## config.mk

```make
export PLATFORM = sky130hd
export DESIGN_NAME = uhri_top
export DESIGN_NICKNAME = d
export VERILOG_FILES = /design/src/core/uhri_pkg.sv /design/src/core/uhri_fifo_if.sv /design/src/core/uhri_fifo.sv /design/src/core/uhri_top.sv
export SDC_FILE = /design/constraint.sdc
export NUM_CORES = 1
export LEC_CHECK = 0
export BUFFER_PORTS_ARGS = -buffer_cell sky130_fd_sc_hd__buf_4
export CORE_ASPECT_RATIO = 1.1
export CORE_MARGIN = 2
export CORE_UTILIZATION = 58
export CTS_CLUSTER_DIAMETER = 150
export DETAILED_ROUTE_END_ITERATION = 16
export HOLD_SLACK_MARGIN = 0.06
export PLACE_DENSITY = 0.75
export SLEW_MARGIN = 15
export SYNTH_ARGS = -nofsm -noshare
export SYNTH_HDL_FRONTEND = slang
export SYNTH_SLANG_ARGS = --single-unit
```

## constraint.sdc

```tcl
create_clock -name mclk -period 5.8 [get_ports mclk]
set_clock_uncertainty 0.05 [all_clocks]
set_input_delay 0 -clock mclk [delete_from_list [all_inputs] [get_ports mclk]]
set_output_delay 0 -clock mclk [all_outputs]
set_load 0.01 [all_outputs]
```

## src/core/uhri_pkg.sv

```systemverilog
/*
 * Shared constants for the serial channel host register interface:
 * register offsets, field positions, reset values, state codes and timing.
 * Assumes a 40 MHz core clock and a 3-bit host address bus.
 */
package uhri_pkg;
   // =========================================================
   // register offsets on the three host address lines
   localparam logic [2:0] OFS_DATA = 3'h0;
   localparam logic [2:0] OFS_IER = 3'h1;
   localparam logic [2:0] OFS_IIR = 3'h2;
   localparam logic [2:0] OFS_LCR = 3'h3;
   localparam logic [2:0] OFS_MCR = 3'h4;
   localparam logic [2:0] OFS_LSR = 3'h5;
   localparam logic [2:0] OFS_MSR = 3'h6;
   localparam logic [2:0] OFS_SPR = 3'h7;

   // =========================================================
   // field positions
   localparam int LCR_DLAB_BIT = 7;
   localparam int EFR_ENH_BIT = 4;
   localparam int IER_RX_BIT = 0;
   localparam int IER_THRE_BIT = 1;
   localparam int IER_MS_BIT = 3;
   localparam int FCR_EN_BIT = 0;
   localparam logic [7:0] LCR_EFR_KEY = 8'hbf;
   localparam logic [7:0] IER_GUARD_MASK = 8'hf0;
   localparam logic [7:0] MCR_GUARD_MASK = 8'he0;
   localparam logic [7:0] FCR_GUARD_MASK = 8'h30;

   // =========================================================
   // reset values
   localparam logic [7:0] DATA_RST = 8'h00;
   localparam logic [7:0] IER_RST = 8'h00;
   localparam logic [7:0] LCR_RST = 8'h19;
   localparam logic [7:0] MCR_RST = 8'h00;
   localparam logic [7:0] EFR_RST = 8'h00;
   localparam logic [7:0] FCR_RST = 8'h00;
   localparam logic [7:0] SPR_RST = 8'hff;
   localparam logic [15:0] DIV_RST = 16'h0001;

   // =========================================================
   // interrupt identification codes, bits 3:0
   localparam logic [3:0] IIR_NONE = 4'h1;
   localparam logic [3:0] IIR_RXDATA = 4'h4;
   localparam logic [3:0] IIR_THRE = 4'h2;
   localparam logic [3:0] IIR_MODEM = 4'h0;

   // =========================================================
   // timing
   localparam logic [3:0] OS_LAST = 4'hf;
   localparam logic [3:0] OS_MID = 4'h7;
   localparam logic [3:0] TX_START_BITS = 4'h8;
   localparam int CLK_NS = 25;
   localparam int RECEIVE_READY_INDICATION_CLR_NS = 1000;
   localparam int RECEIVE_READY_INDICATION_CLR_CYC = RECEIVE_READY_INDICATION_CLR_NS / CLK_NS;

   // =========================================================
   // state and select types
   typedef enum logic [2:0] {
      TX_IDLE = 3'b000,
      TX_WAIT = 3'b001,
      TX_START = 3'b010,
      TX_DATA = 3'b011,
      TX_STOP = 3'b100
   } uhri_tx_state_t;

   typedef enum logic [1:0] {
      RX_IDLE = 2'b00,
      RX_START = 2'b01,
      RX_DATA = 2'b10,
      RX_STOP = 2'b11
   } uhri_rx_state_t;

   typedef enum logic [3:0] {
      SEL_DATA = 4'b0000,
      SEL_DLL = 4'b0001,
      SEL_IER = 4'b0010,
      SEL_DLH = 4'b0011,
      SEL_IIR = 4'b0100,
      SEL_EFR = 4'b0101,
      SEL_LCR = 4'b0110,
      SEL_MCR = 4'b0111,
      SEL_LSR = 4'b1000,
      SEL_MSR = 4'b1001,
      SEL_SPR = 4'b1010
   } uhri_sel_t;

   // register select from address and the qualifying line control value
   function automatic uhri_sel_t uhri_decode(input logic [2:0] addr, input logic [7:0] line_control);
      uhri_sel_t sel;
      sel = SEL_SPR;
      case (addr)
         OFS_DATA: sel = line_control[LCR_DLAB_BIT] ? SEL_DLL : SEL_DATA;
         OFS_IER: sel = line_control[LCR_DLAB_BIT] ? SEL_DLH : SEL_IER;
         OFS_IIR: sel = (line_control == LCR_EFR_KEY) ? SEL_EFR : SEL_IIR;
         OFS_LCR: sel = SEL_LCR;
         OFS_MCR: sel = SEL_MCR;
         OFS_LSR: sel = SEL_LSR;
         OFS_MSR: sel = SEL_MSR;
         default: sel = SEL_SPR;
      endcase
      return sel;
   endfunction
endpackage

```

## src/core/uhri_fifo_if.sv

```systemverilog
/*
 * Valid/ready carrier between the register interface and its transmit FIFO.
 * Assumes both ends run on the same clock.
 */
`timescale 1ns/1ps
`default_nettype none
interface uhri_fifo_if #(parameter int WIDTH = 8);
   logic [WIDTH-1:0] in_data;
   logic in_valid;
   logic in_ready;
   logic [WIDTH-1:0] out_data;
   logic out_valid;
   logic out_ready;
   modport store (input in_data, input in_valid, output in_ready,
                  output out_data, output out_valid, input out_ready);
   modport user (output in_data, output in_valid, input in_ready,
                 input out_data, input out_valid, output out_ready);
endinterface
`default_nettype wire

```

## src/core/uhri_fifo.sv

```systemverilog
/*
 * Flip-flop FIFO with valid/ready on both sides.
 * Assumes one clock; in_ready low means full, out_valid low means empty.
 */
`timescale 1ns/1ps
`default_nettype none
module uhri_fifo #(
   parameter int WIDTH = 8,
   parameter int DEPTH = 8
) (
   input wire logic mclk,
   input wire logic rst_b,
   uhri_fifo_if.store port
);
   localparam int AW = $clog2(DEPTH);

   logic [WIDTH-1:0] mem_ff [DEPTH];
   logic [AW-1:0] wr_ptr_ff;
   logic [AW-1:0] rd_ptr_ff;
   logic [AW:0] count_ff;
   logic push;
   logic pop;

   assign port.in_ready = (count_ff != (AW+1)'(DEPTH));
   assign port.out_valid = (count_ff != '0);
   assign port.out_data = mem_ff[rd_ptr_ff];
   assign push = port.in_valid && port.in_ready;
   assign pop = port.out_valid && port.out_ready;

   always_ff @(posedge mclk) begin
      if (push) begin
         mem_ff[wr_ptr_ff] <= port.in_data;
      end
   end

   always_ff @(posedge mclk or negedge rst_b) begin
      if (!rst_b) begin
         wr_ptr_ff <= '0;
         rd_ptr_ff <= '0;
         count_ff <= '0;
      end else begin
         if (push) begin
            wr_ptr_ff <= (wr_ptr_ff == AW'(DEPTH - 1)) ? '0 : wr_ptr_ff + AW'(1);
         end
         if (pop) begin
            rd_ptr_ff <= (rd_ptr_ff == AW'(DEPTH - 1)) ? '0 : rd_ptr_ff + AW'(1);
         end
         count_ff <= count_ff + (AW+1)'(push) - (AW+1)'(pop);
      end
   end
endmodule
`default_nettype wire

```

## src/core/uhri_top.sv

```systemverilog
/*
 * Host register interface of one asynchronous serial channel: indirect
 * register decode, interrupt identification, ready indications, and a
 * minimal 8N1 transmitter and receiver that produce the timed events.
 * Assumes host strobes and pins are synchronous to mclk; the host drives
 * address and cs_b stable while a strobe is low.
 */
`timescale 1ns/1ps
`default_nettype none
module uhri_top
   import uhri_pkg::*;
#(
   parameter int FIFO_DEPTH = 8
) (
   input wire logic mclk,
   input wire logic rst_b,
   input wire logic cs_b,
   input wire logic [2:0] addr,
   input wire logic read_strobe_b,
   input wire logic write_strobe_b,
   input wire logic [7:0] data_in,
   output logic [7:0] data_out,
   output logic data_oe,
   output logic int_out,
   output logic rx_ready,
   output logic tx_ready,
   input wire logic rx_in,
   output logic tx_out,
   input wire logic cts_b,
   input wire logic dsr_b,
   input wire logic ri_b,
   input wire logic cd_b,
   output logic rts_b,
   output logic dtr_b
);
   import uhri_pkg::*;

   // =========================================================
   // host strobe tracking
   logic rd_prev_ff, wr_prev_ff;
   logic [2:0] addr_ff;
   logic [7:0] wdata_ff;
   logic rd_done, wr_done;
   uhri_sel_t sel;
   logic [7:0] ier_ff, lcr_ff, mcr_ff, efr_ff, fcr_ff, spr_ff, rx_hold_ff;
   logic [15:0] div_ff;

   always_ff @(posedge mclk or negedge rst_b) begin
      if (!rst_b) begin
         rd_prev_ff <= 1'b0;
         wr_prev_ff <= 1'b0;
         addr_ff <= '0;
         wdata_ff <= '0;
      end else begin
         rd_prev_ff <= !read_strobe_b && !cs_b;
         wr_prev_ff <= !write_strobe_b && !cs_b;
         if ((!read_strobe_b || !write_strobe_b) && !cs_b) begin
            addr_ff <= addr;
            wdata_ff <= data_in;
         end
      end
   end

   // access takes effect as the strobe is released
   assign rd_done = rd_prev_ff && read_strobe_b;
   assign wr_done = wr_prev_ff && write_strobe_b;
   assign sel = uhri_decode(addr_ff, lcr_ff);

   // =========================================================
   // writable registers
   logic enh;
   assign enh = efr_ff[EFR_ENH_BIT];

   always_ff @(posedge mclk or negedge rst_b) begin
      if (!rst_b) begin
         ier_ff <= IER_RST;
         lcr_ff <= LCR_RST;
         mcr_ff <= MCR_RST;
         efr_ff <= EFR_RST;
         fcr_ff <= FCR_RST;
         spr_ff <= SPR_RST;
         div_ff <= DIV_RST;
      end else if (wr_done) begin
         case (sel)
            SEL_DLL: div_ff[7:0] <= wdata_ff;
            SEL_DLH: div_ff[15:8] <= wdata_ff;
            SEL_IER: ier_ff <= enh ? wdata_ff : ((ier_ff & IER_GUARD_MASK) |
                                                 (wdata_ff & ~IER_GUARD_MASK));
            SEL_IIR: fcr_ff <= enh ? wdata_ff : ((fcr_ff & FCR_GUARD_MASK) |
                                                 (wdata_ff & ~FCR_GUARD_MASK));
            SEL_MCR: mcr_ff <= enh ? wdata_ff : ((mcr_ff & MCR_GUARD_MASK) |
                                                 (wdata_ff & ~MCR_GUARD_MASK));
            SEL_EFR: efr_ff <= wdata_ff;
            SEL_LCR: lcr_ff <= wdata_ff;
            SEL_SPR: spr_ff <= wdata_ff;
            default: ;
         endcase
      end
   end

   // =========================================================
   // baud timing: sub-tick every div_ff clocks, bit tick every 16
   logic [15:0] sub_cnt_ff;
   logic [3:0] os_cnt_ff;
   logic sub_tick, bit_tick;

   assign sub_tick = (sub_cnt_ff <= 16'h0001);
   assign bit_tick = sub_tick && (os_cnt_ff == OS_LAST);

   always_ff @(posedge mclk or negedge rst_b) begin
      if (!rst_b) begin
         sub_cnt_ff <= 16'h0001;
         os_cnt_ff <= '0;
      end else begin
         sub_cnt_ff <= sub_tick ? div_ff : sub_cnt_ff - 16'h0001;
         if (sub_tick) begin
            os_cnt_ff <= os_cnt_ff + 4'h1;
         end
      end
   end

   // =========================================================
   // receiver
   uhri_rx_state_t rx_st_ff;
   logic [3:0] rx_os_ff;
   logic [2:0] rx_bit_ff;
   logic [7:0] rx_shift_ff;
   logic rx_done_ff, rx_full_ff;
   logic rd_data;

   assign rd_data = rd_done && (sel == SEL_DATA);

   always_ff @(posedge mclk or negedge rst_b) begin
      if (!rst_b) begin
         rx_st_ff <= RX_IDLE;
         rx_os_ff <= '0;
         rx_bit_ff <= '0;
         rx_shift_ff <= '0;
         rx_hold_ff <= DATA_RST;
         rx_done_ff <= 1'b0;
      end else begin
         rx_done_ff <= 1'b0;
         if (sub_tick) begin
            rx_os_ff <= rx_os_ff + 4'h1;
            case (rx_st_ff)
               RX_IDLE: begin
                  rx_os_ff <= '0;
                  if (!rx_in) begin
                     rx_st_ff <= RX_START;
                  end
               end
               RX_START: if (rx_os_ff == OS_MID) begin
                  rx_os_ff <= '0;
                  rx_bit_ff <= '0;
                  rx_st_ff <= rx_in ? RX_IDLE : RX_DATA;
               end
               RX_DATA: if (rx_os_ff == OS_LAST) begin
                  rx_shift_ff <= {rx_in, rx_shift_ff[7:1]};
                  rx_bit_ff <= rx_bit_ff + 3'h1;
                  if (rx_bit_ff == 3'h7) begin
                     rx_st_ff <= RX_STOP;
                  end
               end
               RX_STOP: if (rx_os_ff == OS_LAST) begin
                  rx_hold_ff <= rx_shift_ff;
                  rx_done_ff <= 1'b1;
                  rx_st_ff <= RX_IDLE;
               end
               default: rx_st_ff <= RX_IDLE;
            endcase
         end
      end
   end

   // arrival wins over a read in the same cycle
   always_ff @(posedge mclk or negedge rst_b) begin
      if (!rst_b) begin
         rx_full_ff <= 1'b0;
      end else if (rx_done_ff) begin
         rx_full_ff <= 1'b1;
      end else if (rd_data) begin
         rx_full_ff <= 1'b0;
      end
   end

   // =========================================================
   // transmit FIFO and transmitter
   uhri_fifo_if #(.WIDTH(8)) txq ();
   uhri_tx_state_t tx_st_ff;
   logic [3:0] tx_wait_ff;
   logic [2:0] tx_bit_ff;
   logic [7:0] tx_shift_ff;
   logic tx_load, tx_empty_evt, thre_pend_ff, wr_data;

   uhri_fifo #(.WIDTH(8), .DEPTH(FIFO_DEPTH)) u_txq (
      .mclk(mclk),
      .rst_b(rst_b),
      .port(txq.store)
   );

   assign wr_data = wr_done && (sel == SEL_DATA);
   assign txq.in_valid = wr_data; // characters written while full are lost
   assign txq.in_data = wdata_ff;
   assign tx_load = bit_tick && txq.out_valid &&
                    (((tx_st_ff == TX_WAIT) && (tx_wait_ff == TX_START_BITS)) ||
                     (tx_st_ff == TX_STOP));
   assign txq.out_ready = tx_load;
   assign tx_empty_evt = bit_tick && (tx_st_ff == TX_STOP) && !txq.out_valid;

   always_ff @(posedge mclk or negedge rst_b) begin
      if (!rst_b) begin
         tx_st_ff <= TX_IDLE;
         tx_wait_ff <= '0;
         tx_bit_ff <= '0;
         tx_shift_ff <= '0;
         tx_out <= 1'b1;
      end else begin
         if (tx_load) begin
            tx_shift_ff <= txq.out_data;
            tx_st_ff <= TX_START;
            tx_out <= 1'b0;
         end else begin
            case (tx_st_ff)
               TX_IDLE: begin
                  tx_wait_ff <= '0;
                  if (txq.out_valid) begin
                     tx_st_ff <= TX_WAIT;
                  end
               end
               TX_WAIT: if (bit_tick) begin
                  tx_wait_ff <= tx_wait_ff + 4'h1;
               end
               TX_START: if (bit_tick) begin
                  tx_out <= tx_shift_ff[0];
                  tx_shift_ff <= {1'b1, tx_shift_ff[7:1]};
                  tx_bit_ff <= '0;
                  tx_st_ff <= TX_DATA;
               end
               TX_DATA: if (bit_tick) begin
                  tx_bit_ff <= tx_bit_ff + 3'h1;
                  if (tx_bit_ff == 3'h7) begin
                     tx_out <= 1'b1;
                     tx_st_ff <= TX_STOP;
                  end else begin
                     tx_out <= tx_shift_ff[0];
                     tx_shift_ff <= {1'b1, tx_shift_ff[7:1]};
                  end
               end
               TX_STOP: if (tx_empty_evt) begin
                  tx_st_ff <= TX_IDLE;
               end
               default: tx_st_ff <= TX_IDLE;
            endcase
         end
      end
   end

   always_ff @(posedge mclk or negedge rst_b) begin
      if (!rst_b) begin
         thre_pend_ff <= 1'b0;
      end else if (tx_empty_evt) begin
         thre_pend_ff <= 1'b1;
      end else if (wr_data) begin
         thre_pend_ff <= 1'b0;
      end
   end

   // =========================================================
   // modem status change detection
   logic [3:0] modem_b, modem_prev_ff, delta_ff;
   logic rd_msr;
   assign modem_b = {cd_b, ri_b, dsr_b, cts_b};
   assign rd_msr = rd_done && (sel == SEL_MSR);

   for (genvar i = 0; i < 4; i++) begin : g_delta
      always_ff @(posedge mclk or negedge rst_b) begin
         if (!rst_b) begin
            modem_prev_ff[i] <= 1'b1;
            delta_ff[i] <= 1'b0;
         end else begin
            modem_prev_ff[i] <= modem_b[i];
            if (modem_b[i] != modem_prev_ff[i]) begin
               delta_ff[i] <= 1'b1;
            end else if (rd_msr) begin
               delta_ff[i] <= 1'b0;
            end
         end
      end
   end

   // =========================================================
   // interrupt identification and read data
   logic pend_rx, pend_thre, pend_ms;
   logic [7:0] iir_val, rd_val;
   assign pend_rx = ier_ff[IER_RX_BIT] && rx_full_ff;
   assign pend_thre = ier_ff[IER_THRE_BIT] && thre_pend_ff;
   assign pend_ms = ier_ff[IER_MS_BIT] && (delta_ff != '0);

   always_comb begin
      iir_val = {{2{fcr_ff[FCR_EN_BIT]}}, 2'b00, IIR_NONE};
      if (pend_rx) begin
         iir_val[3:0] = IIR_RXDATA;
      end else if (pend_thre) begin
         iir_val[3:0] = IIR_THRE;
      end else if (pend_ms) begin
         iir_val[3:0] = IIR_MODEM;
      end
   end

   always_comb begin
      case (sel)
         SEL_DATA: rd_val = rx_hold_ff;
         SEL_DLL: rd_val = div_ff[7:0];
         SEL_IER: rd_val = ier_ff;
         SEL_DLH: rd_val = div_ff[15:8];
         SEL_IIR: rd_val = iir_val;
         SEL_EFR: rd_val = efr_ff;
         SEL_LCR: rd_val = lcr_ff;
         SEL_MCR: rd_val = mcr_ff;
         SEL_LSR: rd_val = {1'b0, !txq.out_valid && (tx_st_ff == TX_IDLE),
                            !txq.out_valid, 4'h0, rx_full_ff};
         SEL_MSR: rd_val = {~modem_b, delta_ff};
         SEL_SPR: rd_val = spr_ff;
         default: rd_val = 8'h00;
      endcase
   end

   // =========================================================
   // registered outputs
   always_ff @(posedge mclk or negedge rst_b) begin
      if (!rst_b) begin
         data_out <= 8'h00;
         data_oe <= 1'b0;
         int_out <= 1'b0;
         rx_ready <= 1'b0;
         tx_ready <= 1'b0;
         rts_b <= 1'b1;
         dtr_b <= 1'b1;
      end else begin
         data_out <= rd_prev_ff ? rd_val : 8'h00;
         data_oe <= rd_prev_ff && !read_strobe_b;
         int_out <= pend_rx || pend_thre || pend_ms;
         rx_ready <= rx_full_ff;
         tx_ready <= txq.in_ready;
         rts_b <= !mcr_ff[1];
         dtr_b <= !mcr_ff[0];
      end
   end

   // =========================================================
   // checks
   localparam int RDY_CLR = RECEIVE_READY_INDICATION_CLR_CYC;
endmodule
`default_nettype wire

```

; ---- Word level (Yosys, flattened, before mapping)
; Memory sizes are Yosys's and may differ from the RTL's.
; Index checks and enable logic that the tools add are counted.
; W data, S select, Z words.
[totals]
elab_cells = 241
input_bits = 21
n_memories = 1
ff_bits = 174
output_inout_bits = 15
ram_bits = 64
[memory_table]
columns = name, words, word_bits, read_ports, rd_clocked_by_memory_dff, wr, line
row1 = u_txq.mem_ff, 8, 8, 1, 0, 1, uhri_fifo.sv:17  ; logic [WIDTH-1:0] mem_ff [DEPTH];
[op_classes]
mux = 63
addsub = 10
bitwise_logic = 5
order_cmp = 1
n_reduce_logical = 64
eq_ne = 52
[ops]
columns = operator, count
row1 = $pmux W8 S11, 1
row2 = $mux W8, 7
row3 = $mux W3, 13
row4 = $pmux W4 S7, 1
row5 = $eq A3 B3 Y1 const B, 8
row6 = $eq A4 B4 Y1 const B, 6
row7 = $mux W1, 22
row8 = $logic_and A1 B1 Y1, 21
row9 = $eq A4 B3 Y1 const B, 5
row10 = $ne A3 B2 Y1 const B, 6
row11 = $reduce_bool A2 Y1, 9
row12 = $le A16 B1 Y1 const B, 1
row13 = $mux W16, 1
row14 = $ne A2 B2 Y1 const B, 8
row15 = $pmux W4 S2, 2
row16 = $pmux W8 S2, 1
row17 = $reduce_and A2 Y1, 8
row18 = $sub A16 B1 Y16 const B, 1
row19 = $pmux W3 S5, 1
row20 = $mux W2, 7
row21 = $add A3 B1 Y3 const B, 4
row22 = $add A4 B1 Y4 const B, 3
row23 = $eq A3 B2 Y1 const B, 4
row24 = $pmux W3 S2, 2
row25 = 30 further kinds, 53

; ---- Logic depth before layout (Yosys ltp)
[depth]
depth_word = 8
ltp_mapped = 12
mapped_depth_nobuf = 12

; ---- Modules after synthesis
; A second synthesis with hierarchy kept.
[unflattened]
cells_unflattened = 804
area_unflattened_um2 = 10625.2
[modules_own_cells]
columns = mod, seq_area_each_um2, cells_each, instances, area_per_inst_um2
row1 = uhri_top, 4003.8, 654, 1, 7527.2
row2 = uhri_fifo, 2172.1, 150, 1, 3098.0

; ---- Least setup slack after synthesis
; OpenSTA, ideal clock, no wires.
[synth_timing]
kind = register to register
start = register addr_ff[2]
end = memory u_txq.mem_ff[0][0] (enable)
path_stages_with_launch = 5
path_slack_ns = 2.963
synth_period_minus_slack_ns = 2.837
setup_time_ns = 0.395
n_path_buf = 1
required_ns = 5.355
t_arrival_ns = 2.392
path_cell_list = dfrtp_1 clkbuf_1 nor4_1 nand3_1 nor4_1
[synth_between]
elab_chain_cells = 7
word_cells_on_any_way = 13
[synth_lines]
columns = item, line
row1 = from (decl), uhri_top.sv:41  ; logic [2:0] addr_ff;
row2 = from (signal assigned), uhri_top.sv:58  ; addr_ff <= addr;
row3 = "$eq A3 B3 Y1, or another cell as far along", uhri_pkg.sv:93  ; case (addr)
row4 = $pmux W4 S7 (*), uhri_pkg.sv:93
row5 = $logic_not A4 Y1 (*), uhri_top.sv:201  ; assign wr_data = wr_done && (sel == SEL_DATA);
row6 = $logic_and A1 B1 Y1 (*), uhri_top.sv:201
row7 = $logic_and A1 B1 Y1 (*), uhri_fifo.sv:27  ; assign push = port.in_valid && port.in_ready;
row8 = $mux W1 (*), uhri_fifo.sv:31  ; if (push) begin
row9 = $mux W1 (not written as such) (*), uhri_fifo.sv:32  ; mem_ff[wr_ptr_ff] <= port.in_data;
row10 = to (decl), uhri_fifo.sv:17
; Every way passes the cells marked *; elsewhere a longest branch is shown, timed or not.

; ---- Final worst setup path
[layout_timing]
start = register addr_ff[2]
end = memory u_txq.mem_ff[1][1] (enable)
[layout_between]
elab_chain_cells = 7
word_cells_on_any_way = 13
[layout_lines]
columns = item, line
row1 = "$eq A3 B3 Y1, or another cell as far along", uhri_pkg.sv:93
row2 = $pmux W4 S7 (*), uhri_pkg.sv:93
row3 = $logic_not A4 Y1 (*), uhri_top.sv:201
row4 = $logic_and A1 B1 Y1 (*), uhri_top.sv:201
row5 = $logic_and A1 B1 Y1 (*), uhri_fifo.sv:27
row6 = via u_txq.push, uhri_fifo.sv:21  ; logic push;
row7 = $mux W1 (*), uhri_fifo.sv:31
row8 = $mux W1 (not written as such) (*), uhri_fifo.sv:32
; Mark *: on every way through the listed nets, which the timed path passes. The rest lies on a longest branch.

==> results.ini <==
[pwr]
p_per_area_mw_per_mm2=347
peakVddDrop_uv=260
leakagePower_nw=5.06
total_power_mw=4.14

[critical_path]
crit_path_start_kind=flip-flop
crit_path_top_delay_cell=nor3_1
worstPathMaxFanout=27
critPathKind=flip-flop to flip-flop
rrSetupSlack_ns=2.53
worstSetupEndpointType=flip-flop
slowest_delay_ns=0.83
crit_required_ns=5.89
path_cells=nor4_1 -> buf_4 -> nand3_1 -> inv_1 -> nand2_1 -> nor3_1
arrival_ns=3.36
crit_family=simple AND/OR/NAND/NOR gates
critPathBufInv=2

[floorplan]
die_h_um=145
die_area_mm2=0.0192
row_count=51
core_mm2=0.0177
initial_core_util_pct=59.1
die_x_um=132
io_pins=36

[placement]
dp_cells=1075
pre_cts_ws_ns=2.68
placed_area_mm2=0.0109
hpwl_um=16400
port_buffers=35
gp_congestion=0.889

[synth]
yosysSeqAreaShare_pct=58.9
yosys.area_share.simple_pct=12.0
yosys.area_share.adder_pct=2.58
synthCells=836
avgSynthCellArea_um2=12.5
synth_top_area_cell=dfrtp_1
synthDistinctLibCells=66
synth_top_family_by_area=multiplexers
syn-cell-area_mm2=0.0105
ys.warnings.count=0
synthMuxAreaShare_pct=14.6
ys_dominant_reg_cell=dfrtp_1
netlist.area_leader.share_pct=35.6
ys_seq_elements=233
synth_compound_area_share_pct=7.94
synth-edff-count=64
synthArstFlopShare_pct=72.5
syn_nets=878
synth-xor-area-share_pct=1.84
yosys-top-cells-area=dfrtp_1 (36%), edfxtp_1 (18%), mux2_2 (11%)

[final_layout]
design_area_mm2=0.0119
antenna_cells=0
drive_gt1_share_pct=24.7
largest_reg_flops=64
top_register=u_txq.mem_ff
final_cells=1142
fin_nets=928
fill_cells=1305
area_delta_synth_final_pct=13.9
largestRegisters=u_txq.mem_ff: 64 flops, div_ff: 16 flops, sub_cnt_ff: 16 flops

[global_route]
grt_pass1_wl_um=39800
grt_usage_pct=26.5
overflow=0
grt_pass1_vias=7274
antenna_found_initial=0
grt_max_degree=98

[timing]
finalHoldViolCount=0
max_freq_mhz=306
final.setup.worst_slack_ns=2.53
setup_tns_ns=0
setup_viol=0
post-route-period-util_pct=56.4
worst_pin_slew_ns=1.20
grt_setup_unrepaired=false
timing.slew.headroom_pct=19.2
report.final.slew_viol_count=0
period_needed_ns=3.27

[cts]
clock_sinks=233
numCtsBuffers=24
cts-htree-levels=1
path_clk_slew_ns=0.06
post_cts_buffers=0
clock-root-buffer=clkbuf_16
cts_tree=built
clk_path_buf_depth=3
clk_latency_ns=0.53

[drt]
ant_nets=0
wl_um=24900
post_drt_wl_per_cell_um=21.8
drtPass1Iterations=5
drc_errors=0
vias=6954
avgViaCountPerCell=6.09
drt_iter0_drc=569

[job]
max_cap_violations=0

[min_path]
hold_path.class=input pin to asynchronous set/reset pin

[outcome]
status=complete, no violations

-- worst paths after layout --
| kind | endpoint | cells after the start | startpoint |
|---|---|---|---|
| max in group asynchronous | data_out[4]$_DFF_PN0_ | 3 | rst_b |
| min in group mclk | modem_prev_ff[0]$_DFF_PN1_ | 2 | cts_b |
| max reg2reg | u_txq.mem_ff[1][1]$_DFFE_PP_ | 6 | addr_ff[2]$_DFFE_PN0P_ |
| max | u_txq.mem_ff[1][1]$_DFFE_PP_ | 6 | addr_ff[2]$_DFFE_PN0P_ |
| min | tx_wait_ff[2]$_DFFE_PN0P_ | 2 | rst_b |
| min reg2reg | rx_full_ff$_DFFE_PN0P_ | 1 | rx_done_ff$_DFF_PN0_ |
-- through the flow --
stage	utilization (%)	hold slack (ns)
after floorplan	-	-0.346
after global placement	61.7	0.0818
after detailed placement	61.7	0.0867
after CTS	67.2	0.0882
after global routing	67.3	0.104
final	67.3	0.0854
-- cells in the final DEF (no fill, tap or decap), drive strengths merged, types with 4 or more instances in the layout --
cell type,count
and2,9
nand2b,11
clkbuf,30
mux4,6
xnor2,17
nor4,11
dfrtp,149
nor3,15
a22o,4
dfstp,20
mux2,116
a221oi,5
clkinvlp,5
a22oi,6
o211ai,6
ha,20
mux2i,9
nor2b,10
nand3,29
a21o,5
edfxtp,64
inv,18
a21oi,34
o21ai,23
nand2,73
or4,9
buf,41
nor2,46
a31oi,5
clkinv,8
xor2,5
nand4,8
o22ai,13
and3,6
dlygate4sd3,23
-- synthesized netlist by cell type (3+ instances only) --
cell type and instances:
nand4_1 8, ha_1 20, clkbuf_1 34, dfstp_2 20
o21ai_0 23, dfrtp_1 149, or4_1 8, and2_1 9
xor2_1 5, buf_2 3, a21o_1 5, nand2b_1 11
a22oi_1 6, buf_1 3, nor2b_1 10, nand2_1 72
nor4_1 9, edfxtp_1 64, nand3_1 29, mux2_2 104
o211ai_1 6, and3_1 6, nor3_1 14, inv_1 18
or2_2 3, mux2i_1 9, a221oi_1 5, a22o_1 4
o21a_1 3, nor2_1 46, a21oi_1 34, o2bb2ai_1 3
mux2_1 12, o22ai_1 13, xnor2_1 17, a31oi_1 5
mux4_2 6
-- power breakdown --
part | switching [mW] | internal, mW | leakage, nW | total (mW)
registers | 0.249 | 1.91 | 2.72 | 2.16
clock network | 0.640 | 0.836 | 0.354 | 1.48
logic | 0.255 | 0.258 | 1.99 | 0.513
total | 1.14 | 3.00 | 5.06 | 4.14
-- layer usage --
layer	global-route usage (%)	share of wire [%]	vias to the layer above
li1	-	-	3164
met1	35.5	42	3537
met2	45.4	51	213
met3	3.07	4.3	40
met4	8.87	2.7	0
met5	0	0	-
-- cells by family after synthesis --
family,after synthesis
muxes,131
DFF,233
xor gates and xnor gates,22
AOI/OAI and AO/OA,127
adders and majority gates,21
and+or+nand+nor,244
buffers and inverters,58
-- area by class of cell --
cell class	count	area, µm²	share of cell area, %
sequential	233	6180	51.7
multi-input combinational	545	4100	34.3
clock buffer	30	644	5.40
timing repair buffer	64	542	4.54
tap	238	298	2.49
clock inverter	14	111	0.933
inverter	18	67.6	0.566
-- what timing repair did --
| item | 4_1_cts | 5_1_grt |
|---|---|---|
| gates resized for setup | 0 | 0 |
| hold buffers | 23 | 0 |
| hold endpoints to repair | 123 | 0 |
| setup endpoints to repair | 0 | 0 |
No activity file was read; power rests on OpenSTA's default activity.
